[config.mk]
export PLATFORM = sky130hd
export DESIGN_NAME = ldmpg_top
export DESIGN_NICKNAME = d
export VERILOG_FILES = /design/src/common/ldmpg_pkg.sv /design/src/rtl/ldmpg_top.sv
export VERILOG_INCLUDE_DIRS = /design/src /design/src/common
export SDC_FILE = /design/constraint.sdc
export NUM_CORES = 1
export LEC_CHECK = 0
export ABC_CLOCK_PERIOD_IN_PS = 9900
export BUFFER_PORTS_ARGS = -buffer_cell sky130_fd_sc_hd__buf_2
export CAP_MARGIN = 10
export CELL_PAD_IN_SITES_DETAIL_PLACEMENT = 0
export CELL_PAD_IN_SITES_GLOBAL_PLACEMENT = 1
export CORE_ASPECT_RATIO = 0.75
export CORE_MARGIN = 4
export CORE_UTILIZATION = 30
export DETAILED_ROUTE_END_ITERATION = 16
export PLACE_DENSITY_LB_ADDON = 0.1
export SLEW_MARGIN = 10
export SYNTH_ARGS = -nofsm -noshare
export SYNTH_HDL_FRONTEND = slang
export SYNTH_SLANG_ARGS = --single-unit
export TNS_END_PERCENT = 20
[constraint.sdc]
create_clock -name clock_in -period 9.9 [get_ports clock_in]
set_clock_uncertainty 0.2 [all_clocks]
set_input_delay 0.99 -clock clock_in [delete_from_list [all_inputs] [get_ports clock_in]]
set_output_delay 0.99 -clock clock_in [all_outputs]
set_load 0.01 [all_outputs]
[src/common/ldmpg_cfg.svh]
// Offsets, field positions, reset values and bus constants of the mode and supply-good register bank
`ifndef LDMPG_CFG_SVH
`define LDMPG_CFG_SVH

// ==========================================
// Register offsets
`define LDMPG_TORCH_RST_ADDR 8'h00
`define LDMPG_MODE_FLASH_ADDR 8'h01
`define LDMPG_MODE_MIRROR_ADDR 8'h02

// ==========================================
// Reset values
`define LDMPG_TORCH_RST_DEF 8'h0A
`define LDMPG_MODE_FLASH_DEF 8'h10
`define LDMPG_MIRROR_LOW_DEF 6'h08

// ==========================================
// Field positions
`define LDMPG_SOFT_RESET_BIT 7
`define LDMPG_OUTER_MSB 5
`define LDMPG_OUTER_LSB 3
`define LDMPG_CENTER_MSB 2
`define LDMPG_CENTER_LSB 0
`define LDMPG_MODE_MSB 7
`define LDMPG_MODE_LSB 6
`define LDMPG_FLASH_MSB 5
`define LDMPG_FLASH_LSB 0
`define LDMPG_FORCE_VM_BIT 5

// ==========================================
// Mode codes and current steps
`define LDMPG_MODE_SHUTDOWN 2'h0
`define LDMPG_MODE_VOLTAGE 2'h3
`define LDMPG_STEP_MA 10'h019
`define LDMPG_BOOST6_MA 10'h0E1
`define LDMPG_BOOST7_MA 10'h145

// ==========================================
// Serial bus
`define LDMPG_DEV_ADDR_DEF 7'h2A
`define LDMPG_BITS_PER_BYTE 4'h8

`endif

[src/common/ldmpg_pkg.sv]
// Types shared by the mode and supply-good register bank
package ldmpg_pkg;

    // ==========================================
    // Serial slave states
    typedef enum logic [2:0] {
        ST_IDLE,
        ST_ADDR,
        ST_REG,
        ST_WRITE,
        ST_READ
    } ldmpg_state_e;

    typedef logic [7:0] ldmpg_byte_t;

endpackage

[src/rtl/ldmpg_top.sv]
// Mode control, supply-good pin and first configuration registers behind a serial slave
//
// Contract
// Supply-good monitor runs only when mode is 11 or force voltage mode is set.
// In shutdown, pin driven low for push-pull type, released for open-drain type.
// Push-pull pin follows flag; open-drain pin released for 0, low for 1.
// Flag true while output in window; false whenever voltage mode is suspended.
// Flag held low while energy flows back to the input.
// Down mode entered when input reaches output; left when input 200 mV lower.
// Pulse skipping follows its enable, but is always on in down mode.
// Mode 00 gives shutdown only with force voltage mode clear and no light mode.
// Shutdown stops switching, disconnects load, floats sinks, discharges output.
// Writing 1 to the reset bit restores defaults in every register.
// Outer torch current: 25 mA per code step, 0 to 175 mA.
// Centre torch current same steps; codes 6 and 7 give 225/325 mA with mask.
// Both torch fields zero: LEDs off, voltage regulation at set output voltage.
// Register 0x00: reset bit 7, torch fields below; reset value sets bits 3 and 1.
// Register 0x01: mode in 7:6, flash current in 5:0; reset sets bit 4.
// Mode codes: 00 shutdown, 01 video light, 10 flash, 11 voltage source.
// Writing mode bits of 0x01 also updates mirrored mode bits of 0x02.
// Host uses single-byte reads and writes addressed by register number.
`timescale 1ns/1ps
`include "ldmpg_cfg.svh"

module ldmpg_top #(
    parameter logic [6:0] DEV_ADDR = `LDMPG_DEV_ADDR_DEF
) (
    // Clock and reset
    input wire logic clock_in,
    input wire logic rst_in,
    // Serial bus pins
    input wire logic scl_in,
    input wire logic sda_in,
    output logic sda_out,
    output logic sda_oe_out,
    // Configuration straps and analog indications
    input wire logic output_stage_type_in,
    input wire logic light_load_skip_enable_in,
    input wire logic tx_mask_in,
    input wire logic output_in_window_in,
    input wire logic energy_return_in,
    input wire logic vin_ge_vout_in,
    input wire logic vin_below_vout_in,
    // Supply-good pin and status
    output logic general_purpose_supply_good_pin_out,
    output logic general_purpose_supply_good_pin_oe_out,
    output logic supply_good_flag_out,
    output logic supply_good_monitor_en_out,
    // Converter control
    output logic shutdown_out,
    output logic switching_en_out,
    output logic load_disconnect_out,
    output logic led_sink_pins_hiz_out,
    output logic output_discharge_out,
    output logic down_mode_out,
    output logic pulse_skip_active_out,
    output logic leds_off_vreg_out,
    output logic [1:0] mode_out,
    output logic force_voltage_mode_out,
    // Current settings
    output logic [9:0] torch_current_outer_pair_ma_out,
    output logic [9:0] torch_current_center_ma_out,
    output logic [5:0] flash_current_center_out,
    output logic [4:0] flash_current_outer_out
);

    // ==========================================
    // Current decode
    function automatic logic [9:0] step_ma(input logic [2:0] code);
        step_ma = 10'(code) * `LDMPG_STEP_MA;
    endfunction

    // ==========================================
    // Input synchronisers
    logic [8:0] meta_reg;
    logic [8:0] sync_reg;
    always_ff @(posedge clock_in or posedge rst_in) begin
        if (rst_in) begin
            meta_reg <= 9'h003;
            sync_reg <= 9'h003;
        end else begin
            meta_reg <= {vin_below_vout_in, vin_ge_vout_in, energy_return_in, output_in_window_in,
                tx_mask_in, light_load_skip_enable_in, output_stage_type_in, sda_in, scl_in};
            sync_reg <= meta_reg;
        end
    end

    wire logic scl_s = sync_reg[0];
    wire logic sda_s = sync_reg[1];
    wire logic stage_od = sync_reg[2];
    wire logic skip_en = sync_reg[3];
    wire logic tx_mask = sync_reg[4];
    wire logic in_window = sync_reg[5];
    wire logic energy_ret = sync_reg[6];
    wire logic vin_ge = sync_reg[7];
    wire logic vin_below = sync_reg[8];

    logic scl_d_reg;
    logic sda_d_reg;
    always_ff @(posedge clock_in or posedge rst_in) begin
        if (rst_in) begin
            scl_d_reg <= 1'b1;
            sda_d_reg <= 1'b1;
        end else begin
            scl_d_reg <= scl_s;
            sda_d_reg <= sda_s;
        end
    end

    wire logic start_det = scl_s & scl_d_reg & sda_d_reg & ~sda_s;
    wire logic stop_det = scl_s & scl_d_reg & ~sda_d_reg & sda_s;
    wire logic scl_rise = scl_s & ~scl_d_reg;
    wire logic scl_fall = ~scl_s & scl_d_reg;

    // ==========================================
    // Serial slave
    ldmpg_pkg::ldmpg_state_e state_reg;
    ldmpg_pkg::ldmpg_byte_t rx_reg;
    ldmpg_pkg::ldmpg_byte_t tx_reg;
    ldmpg_pkg::ldmpg_byte_t ptr_reg;
    logic [3:0] cnt_reg;
    logic ack_reg;
    logic rw_reg;
    logic nack_reg;
    logic oe_reg;

    logic [7:0] torch_reg;
    logic [7:0] modefl_reg;
    logic [5:0] mirror_reg;

    wire logic byte_done = scl_fall & ~ack_reg & (cnt_reg == `LDMPG_BITS_PER_BYTE);
    wire logic addr_hit = rx_reg[7:1] == DEV_ADDR;
    wire logic wr_go = byte_done & (state_reg == ldmpg_pkg::ST_WRITE);
    wire logic [7:0] rd_data = (ptr_reg == `LDMPG_TORCH_RST_ADDR) ? torch_reg :
                               (ptr_reg == `LDMPG_MODE_FLASH_ADDR) ? modefl_reg :
                               (ptr_reg == `LDMPG_MODE_MIRROR_ADDR) ? {modefl_reg[7:6], mirror_reg} :
                               8'h00;

    always_ff @(posedge clock_in or posedge rst_in) begin
        if (rst_in) begin
            state_reg <= ldmpg_pkg::ST_IDLE;
            rx_reg <= 8'h00;
            tx_reg <= 8'h00;
            ptr_reg <= 8'h00;
            cnt_reg <= 4'h0;
            ack_reg <= 1'b0;
            rw_reg <= 1'b0;
            nack_reg <= 1'b0;
            oe_reg <= 1'b0;
        end else if (start_det) begin
            state_reg <= ldmpg_pkg::ST_ADDR;
            cnt_reg <= 4'h0;
            ack_reg <= 1'b0;
            oe_reg <= 1'b0;
        end else if (stop_det) begin
            state_reg <= ldmpg_pkg::ST_IDLE;
            ack_reg <= 1'b0;
            oe_reg <= 1'b0;
        end else if (state_reg != ldmpg_pkg::ST_IDLE) begin
            if (scl_rise) begin
                if (ack_reg) begin
                    nack_reg <= sda_s;
                end else begin
                    rx_reg <= {rx_reg[6:0], sda_s};
                    tx_reg <= {tx_reg[6:0], 1'b0};
                    cnt_reg <= cnt_reg + 4'h1;
                end
            end else if (byte_done) begin
                ack_reg <= 1'b1;
                unique case (state_reg)
                    ldmpg_pkg::ST_ADDR: begin
                        oe_reg <= addr_hit;
                        rw_reg <= rx_reg[0];
                        if (!addr_hit) begin
                            state_reg <= ldmpg_pkg::ST_IDLE;
                        end
                    end
                    ldmpg_pkg::ST_REG: begin
                        ptr_reg <= rx_reg;
                        oe_reg <= 1'b1;
                    end
                    ldmpg_pkg::ST_WRITE: begin
                        ptr_reg <= ptr_reg + 8'h01;
                        oe_reg <= 1'b1;
                    end
                    ldmpg_pkg::ST_READ: begin
                        ptr_reg <= ptr_reg + 8'h01;
                        oe_reg <= 1'b0;
                    end
                    ldmpg_pkg::ST_IDLE: begin
                        oe_reg <= 1'b0;
                    end
                endcase
            end else if (scl_fall && ack_reg) begin
                ack_reg <= 1'b0;
                cnt_reg <= 4'h0;
                oe_reg <= 1'b0;
                unique case (state_reg)
                    ldmpg_pkg::ST_ADDR: begin
                        state_reg <= rw_reg ? ldmpg_pkg::ST_READ : ldmpg_pkg::ST_REG;
                        tx_reg <= rd_data;
                        oe_reg <= rw_reg & ~rd_data[7];
                    end
                    ldmpg_pkg::ST_REG: begin
                        state_reg <= ldmpg_pkg::ST_WRITE;
                    end
                    ldmpg_pkg::ST_WRITE: begin
                        state_reg <= ldmpg_pkg::ST_WRITE;
                    end
                    ldmpg_pkg::ST_READ: begin
                        state_reg <= nack_reg ? ldmpg_pkg::ST_IDLE : ldmpg_pkg::ST_READ;
                        tx_reg <= rd_data;
                        oe_reg <= ~nack_reg & ~rd_data[7];
                    end
                    ldmpg_pkg::ST_IDLE: begin
                        state_reg <= ldmpg_pkg::ST_IDLE;
                    end
                endcase
            end else if (scl_fall && state_reg == ldmpg_pkg::ST_READ) begin
                oe_reg <= ~tx_reg[7];
            end
        end
    end

    // ==========================================
    // Register file
    wire logic wr_torch = wr_go & (ptr_reg == `LDMPG_TORCH_RST_ADDR);
    wire logic wr_modefl = wr_go & (ptr_reg == `LDMPG_MODE_FLASH_ADDR);
    wire logic wr_mirror = wr_go & (ptr_reg == `LDMPG_MODE_MIRROR_ADDR);
    wire logic soft_reset = wr_torch & rx_reg[`LDMPG_SOFT_RESET_BIT];
    wire logic [7:0] modefl_next = wr_modefl ? rx_reg :
                                   wr_mirror ? {rx_reg[7:6], modefl_reg[5:0]} : modefl_reg;

    always_ff @(posedge clock_in or posedge rst_in) begin
        if (rst_in) begin
            torch_reg <= `LDMPG_TORCH_RST_DEF;
            modefl_reg <= `LDMPG_MODE_FLASH_DEF;
            mirror_reg <= `LDMPG_MIRROR_LOW_DEF;
        end else if (soft_reset) begin
            torch_reg <= `LDMPG_TORCH_RST_DEF;
            modefl_reg <= `LDMPG_MODE_FLASH_DEF;
            mirror_reg <= `LDMPG_MIRROR_LOW_DEF;
        end else begin
            torch_reg <= wr_torch ? rx_reg : torch_reg;
            modefl_reg <= modefl_next;
            mirror_reg <= wr_mirror ? rx_reg[5:0] : mirror_reg;
        end
    end

    // ==========================================
    // Mode decode
    wire logic [1:0] mode = modefl_reg[`LDMPG_MODE_MSB:`LDMPG_MODE_LSB];
    wire logic force_vm = mirror_reg[`LDMPG_FORCE_VM_BIT];
    wire logic [2:0] outer_code = torch_reg[`LDMPG_OUTER_MSB:`LDMPG_OUTER_LSB];
    wire logic [2:0] center_code = torch_reg[`LDMPG_CENTER_MSB:`LDMPG_CENTER_LSB];
    wire logic vm_active = (mode == `LDMPG_MODE_VOLTAGE) | force_vm;
    wire logic shutdown = (mode == `LDMPG_MODE_SHUTDOWN) & ~force_vm;
    wire logic flag_next = vm_active & in_window & ~energy_ret;
    wire logic down_next = ~vm_active ? 1'b0 : vin_ge ? 1'b1 : vin_below ? 1'b0 : down_mode_out;
    wire logic pin_level = shutdown ? 1'b0 : ~stage_od & flag_next;
    wire logic pin_oe = shutdown ? ~stage_od : (~stage_od | flag_next);
    wire logic [9:0] center_ma = (tx_mask && center_code == 3'h6) ? `LDMPG_BOOST6_MA :
                                 (tx_mask && center_code == 3'h7) ? `LDMPG_BOOST7_MA :
                                 step_ma(center_code);

    // ==========================================
    // Registered outputs
    always_ff @(posedge clock_in or posedge rst_in) begin
        if (rst_in) begin
            general_purpose_supply_good_pin_out <= 1'b0;
            general_purpose_supply_good_pin_oe_out <= 1'b0;
            supply_good_flag_out <= 1'b0;
            supply_good_monitor_en_out <= 1'b0;
            shutdown_out <= 1'b1;
            switching_en_out <= 1'b0;
            load_disconnect_out <= 1'b1;
            led_sink_pins_hiz_out <= 1'b1;
            output_discharge_out <= 1'b1;
            down_mode_out <= 1'b0;
            pulse_skip_active_out <= 1'b0;
            leds_off_vreg_out <= 1'b0;
            mode_out <= 2'h0;
            force_voltage_mode_out <= 1'b0;
            torch_current_outer_pair_ma_out <= 10'h000;
            torch_current_center_ma_out <= 10'h000;
            flash_current_center_out <= 6'h00;
            flash_current_outer_out <= 5'h00;
        end else begin
            general_purpose_supply_good_pin_out <= pin_level;
            general_purpose_supply_good_pin_oe_out <= pin_oe;
            supply_good_flag_out <= flag_next;
            supply_good_monitor_en_out <= vm_active;
            shutdown_out <= shutdown;
            switching_en_out <= ~shutdown;
            load_disconnect_out <= shutdown;
            led_sink_pins_hiz_out <= shutdown;
            output_discharge_out <= shutdown;
            down_mode_out <= down_next;
            pulse_skip_active_out <= down_next | skip_en;
            leds_off_vreg_out <= (outer_code == 3'h0) & (center_code == 3'h0);
            mode_out <= mode;
            force_voltage_mode_out <= force_vm;
            torch_current_outer_pair_ma_out <= step_ma(outer_code);
            torch_current_center_ma_out <= center_ma;
            flash_current_center_out <= modefl_reg[`LDMPG_FLASH_MSB:`LDMPG_FLASH_LSB];
            flash_current_outer_out <= mirror_reg[4:0];
        end
    end

    assign sda_out = 1'b0;
    assign sda_oe_out = oe_reg;

endmodule

; ---- Word level (Yosys, flattened, before mapping)
; Index checks and enable logic that the tools add are counted.
[word_totals]
ff_bits = 117
elab_cells = 185
inputBits = 11
output_inout_bits = 48
[classes]
n_eq_ne = 19
reduce_logical = 35
multipliers = 2
n_addsub = 2
bitwise_logic = 39
n_mux = 56
[op_table]
columns = operator, n
row1 = 8-bit two-way mux, 13
row2 = 3-bit two-way mux, 10
row3 = 4-bit two-way mux, 7
row4 = 1-bit AND, 21
row5 = 5-bit AND reduction, 4
row6 = 1-bit two-way mux, 18
row7 = 9-bit two-way mux, 2
row8 = 3-bit by 5-bit multiplier with 8-bit output (second input constant), 2
row9 = 8-bit case mux with 2 select lines, 1
row10 = 1-bit NOT, 15
row11 = 2-bit nonzero test, 7
row12 = 6-bit two-way mux, 2
row13 = 3-bit case mux with 4 select lines, 1
row14 = 6-bit AND reduction, 2
row15 = 3-bit nonzero test, 4
row16 = 3-bit == test (second input constant), 3
row17 = 3-bit logical NOT, 3
row18 = 3-bit != test (second input constant), 3
row19 = 8-bit by 1-bit adder with 8-bit output (second input constant), 1
row20 = 8-bit by 1-bit == test with 1-bit output (second input constant), 1
row21 = 8-bit by 2-bit == test with 1-bit output (second input constant), 1
row22 = 8-bit logical NOT, 1
row23 = 2-bit OR reduction, 4
row24 = 7-bit by 6-bit == test with 1-bit output (second input constant), 1
row25 = 17 further kinds, 26

; ---- Depth between registers and ports, before layout
[logic_depth]
depth_word = 13
mapped_depth = 9
mapped_depth_nobuf = 7

; ---- Least setup slack after synthesis
; OpenSTA, ideal clock, no wires.
[synth_path]
path_kind = flip-flop to flip-flop
startpoint = register scl_d_reg
endpoint = register modefl_reg[0]
period_less_slack_ns = 2.105
n_path_buf = 2
stages_incl_launch_ff = 8
required_time_ns = 9.579
t_arrival_ns = 1.784
setup_time_ns = 0.121
path_slack_ns = 7.795
path_cell_list = dfstp_2 -> buf_2 -> nand2b_4 -> or3_1 -> buf_6 -> nor3_4 -> o21ai_1 -> a22o_2
[synth_between]
elab_chain_cells = 7
elab_cells_between_ends = 10
classes_between = mux: 2 / bitwise: 7 / reduce/logical: 1
[synth_rtl]
columns = element, line
row1 = start: declaration, ldmpg_top.sv:98  ; logic scl_d_reg;
row2 = start signal: assignment, ldmpg_top.sv:105  ; scl_d_reg <= scl_s;
row3 = 1-bit AND (*), ldmpg_top.sv:113  ; wire logic scl_fall = ~scl_s & scl_d_reg;
row4 = 1-bit AND (*) (2 in a row), ldmpg_top.sv:131  ; wire logic byte_done = scl_fall & ~ack_reg & (cnt_reg == `LDMPG_BITS_PER_BYTE);
row5 = 1-bit AND (*), ldmpg_top.sv:133  ; wire logic wr_go = byte_done & (state_reg == ldmpg_pkg::ST_WRITE);
row6 = "1-bit AND, on equally long branches", "ldmpg_top.sv:228, ldmpg_top.sv:227"
row7 = 8-bit two-way mux or 1-bit AND (tied branches), "ldmpg_top.sv:231, ldmpg_top.sv:230"
row8 = 8-bit two-way mux or 2-bit nonzero test (tied branches), n/a
row9 = end signal: assignment, ldmpg_top.sv:237  ; modefl_reg <= `LDMPG_MODE_FLASH_DEF;
row10 = end signal: assignment, ldmpg_top.sv:241  ; modefl_reg <= `LDMPG_MODE_FLASH_DEF;
row11 = end signal: assignment, ldmpg_top.sv:245  ; modefl_reg <= modefl_next;
row12 = end: declaration, ldmpg_top.sv:128  ; logic [7:0] modefl_reg;
; Mark *: on every way between the ends. The rest lies on a longest branch, timed or not.
; A chain may end at the register's enable or synchronous reset.

; ---- Final worst setup path
[layout_path]
startpoint = register ptr_reg[0]
endpoint = register torch_reg[3]
[layout_between]
elab_chain_cells = 4
elab_cells_between_ends = 5
classes_between = mux: 1 / bitwise: 2 / reduce/logical: 2
[layout_rtl]
columns = element, line
row1 = start: declaration, ldmpg_top.sv:120  ; ldmpg_pkg::ldmpg_byte_t ptr_reg;
row2 = start signal: assignment, ldmpg_top.sv:179  ; ptr_reg <= rx_reg;
row3 = start signal: assignment, ldmpg_top.sv:183  ; ptr_reg <= ptr_reg + 8'h01;
row4 = start signal: assignment, ldmpg_top.sv:187  ; ptr_reg <= ptr_reg + 8'h01;
row5 = 8-bit logical NOT (no line) (*), n/a
row6 = 1-bit AND (*), ldmpg_top.sv:227  ; wire logic wr_torch = wr_go & (ptr_reg == `LDMPG_TORCH_RST_ADDR);
row7 = 1-bit AND, ldmpg_top.sv:230  ; wire logic soft_reset = wr_torch & rx_reg[`LDMPG_SOFT_RESET_BIT];
row8 = 8-bit two-way mux or 2-bit nonzero test (tied branches), n/a
row9 = end signal: assignment, ldmpg_top.sv:236  ; torch_reg <= `LDMPG_TORCH_RST_DEF;
row10 = end signal: assignment, ldmpg_top.sv:240  ; torch_reg <= `LDMPG_TORCH_RST_DEF;
row11 = end signal: assignment, ldmpg_top.sv:244  ; torch_reg <= wr_torch ? rx_reg : torch_reg;
row12 = end: declaration, ldmpg_top.sv:127  ; logic [7:0] torch_reg;
; Marked as above.

==> results.json <==
{
  "dieWidth_um": 157.2,
  "swShare_pct": 21.21,
  "yosys_warnings": 0,
  "final_cells": 713,
  "clk_pin_slew_worst_paths_ps": 50,
  "n_antenna_cell": 0,
  "final_max_slew_viol_count": 0,
  "area_growth_pct": 19.97,
  "met3_wirelength_um": 652,
  "hpwlAfterDp_mm": 8.140,
  "postCtsSetupBuffers": 0,
  "dieArea_sq_um": 18840,
  "start_util_pct": 30.88,
  "ys_top_cells_by_area": "dfrtp_1, dfstp_2, ha_1, o21ai_0, nand2_1",
  "first_iter_violations": 191,
  "postCtsHoldBufs": 0,
  "hold_viol_final": 0,
  "placedCellCount": 682,
  "synth_cell_types": 58,
  "htreeDepth": 4,
  "grt-ovfl-total": 0,
  "crit_family": "simple AND/OR/NAND/NOR gates",
  "cts-buffers-inserted": 17,
  "final_antenna_net_count": 0,
  "power_density_nw_per_um2": 203.7,
  "slew_headroom_pct": 29.65,
  "tns_ps": 0,
  "ys_seq_elements": 116,
  "gp_congestion": 0.7532,
  "top_layer": "met4",
  "critPathBufInv": 2,
  "io_buffers": 54,
  "crit_slowest_cell": "nor4_4",
  "fin_crit_ps": 2677,
  "final_util_pct": 37.04,
  "nets": 521,
  "root_buffer": "clkbuf_16",
  "drt-vias-per-instance": 4.721,
  "rrSetupSlack_ps": 7220,
  "ff2ff_path_depth": 6,
  "synthCells": 442,
  "antenna_found_initial": 0,
  "final_cell_mix": "dfrtp_1, buf_2, nand2_1",
  "clock-sinks": 116,
  "hold_ws_ps": 145.3,
  "intPower_w": 0.0009641,
  "hold_path_end": "sync_reg[2]",
  "status": "complete, no violations",
  "fin_crit_sh_pct": 27.04,
  "grtUsageTotal_pct": 13.28,
  "peakVddDrop_uv": 120.6,
  "final_common_cell": "dfrtp_1",
  "startpoint_type": "register",
  "cts_tree": "done",
  "clkPwrFrac_pct": 53.4,
  "wl_met2_mm": 4.538,
  "fill_cells": 1594,
  "grt_pass1_wl_mm": 19.07,
  "core-area_sq_um": 16220,
  "synthArstFlopShare_pct": 100.0,
  "critPathKind": "register to register",
  "first_pass_iters": 5,
  "yosysSeqAreaShare_pct": 58.25,
  "maxCapViolations": 0,
  "cts_resized": 0,
  "cp.arrival_ps": 2800,
  "vias": 3366,
  "cp-end-kind": "register",
  "hold_path_depth": 0,
  "yosysTopAreaCell": "dfrtp_1",
  "fmax_ghz": 0.3735,
  "grt_start_max_net_pins": 78,
  "drc": 0,
  "power.switching_w": 0.0002595,
  "finalWirelength_mm": 11.82,
  "power_frac_comb_pct": 4.1,
  "ioPinCount": 59,
  "finalSetupViolations": 0,
  "r2r_start": "ptr_reg[0]",
  "final_area_sq_um": 6007,
  "required_ps": 10030,
  "reg2reg_to": "torch_reg[3]",
  "die_h_um": 119.9,
  "insertion_delay_ps": 410,
  "first_global_vias": 3241,
  "wl_per_cell_um": 16.58,
  "worst_pin_slew_ps": 1049,
  "synth_top_flop_cell": "dfrtp_1",
  "synth-edff-count": 0,
  "worstHoldPathType": "register to register",
  "critPathMaxFanout": 17,
  "synth.avg_cell_area_sq_um": 11.33,
  "drt-met1-wl_mm": 6.545,
  "yosysTopAreaCellShare_pct": 52.47,
  "placed_cell_area_sq_um": 5384,
  "worstPathCellList": "inv_1 -> ha_1 -> inv_1 -> nor4_4 -> o21ai_0 -> o21ai_0",
  "power.share.sequential_pct": 42.5,
  "netlist_area_sq_um": 5007,
  "worstHoldStart": "meta_reg[2]",
  "cpPeakStageDelay_ps": 700,
  "rows": 40,
  "p_leak_nw": 2.893,
  "rsz0062_at_grt": "no",
  "cts_buffer_depth": 2,
  "drive_gt1_share_pct": 24.85
}
metrics by stage:
step	total power, W	setup slack, ps
CTS	0.001242	7231
global placement	0.0005792	7177
finish	0.001224	7223
floorplan	0.0005595	5656
global route	0.001276	6974
detailed placement	0.0005792	7156
cell families (layout without fill, tap and decap cells):
family | after synthesis | after routing | synth area share (%)
AOI/OAI and AO/OA | 109 | 109 | 14.47
xor gates and xnor gates | 3 | 3 | 0.5248
adders and majority gates | 19 | 19 | 4.748
buffers and inverters | 53 | 111 | 5.497
DFF | 116 | 116 | 58.25
muxes | 10 | 10 | 2.249
other | 1 | 4 | 0.07489
and+or+nand+nor | 131 | 131 | 14.19
power by group through the flow:
stage	registers (W)	clock network, W	logic (W)
2_1_floorplan	0.000519	0	0.0000402
3_3_place_gp	0.000528	0	0.0000514
3_5_place_dp	0.000528	0	0.0000516
4_1_cts	0.000520	0.000670	0.0000514
5_1_grt	0.000524	0.000693	0.0000591
6_report	0.000520	0.000654	0.0000499
synth_stat cells, drive strengths merged, types with 5 or more instances:
library cell    n
dfrtp         105
nand2          37
inv            24
nor3            7
a21oi          20
o21ai          35
and2            5
buf            21
a31oi           5
clkbuf          8
mux2           10
nand3          13
a22oi           7
and3            6
a22o           11
ha             19
nor2b           9
dfstp          11
nand3b          9
nor2           23
cell type report:
type / count / area [sq um] / share of cell area, %
clock buffers: 21 / 440.4 / 7.332
well taps: 210 / 262.8 / 4.374
repair buffers: 56 / 285.3 / 4.749
inverters: 24 / 92.59 / 1.541
multi-input cells: 276 / 1827 / 30.41
clock inverters: 10 / 182.7 / 3.041
flip-flops and latches: 116 / 2917 / 48.55
worst max path at each step:
stage,slack [ps],endpoint,startpoint,cells after the start
finish,7220,torch_reg[3],ptr_reg[0],6
global route,6970,torch_reg[3],ptr_reg[0],6
CTS,7230,torch_reg[3],ptr_reg[0],6
detailed placement,7160,flash_current_outer_out[2],rst_in,3
global placement,7180,flash_current_outer_out[2],rst_in,3
floorplan,5660,ack_reg,rst_in,1
routing by layer:
layer	vias to the layer above	GRT usage, %
met4	0	3.869
li1	1642	-
met2	80	15.93
met5	-	0
met3	6	4.542
met1	1638	21.70
Note: power is estimated with default switching activity, not from simulation.
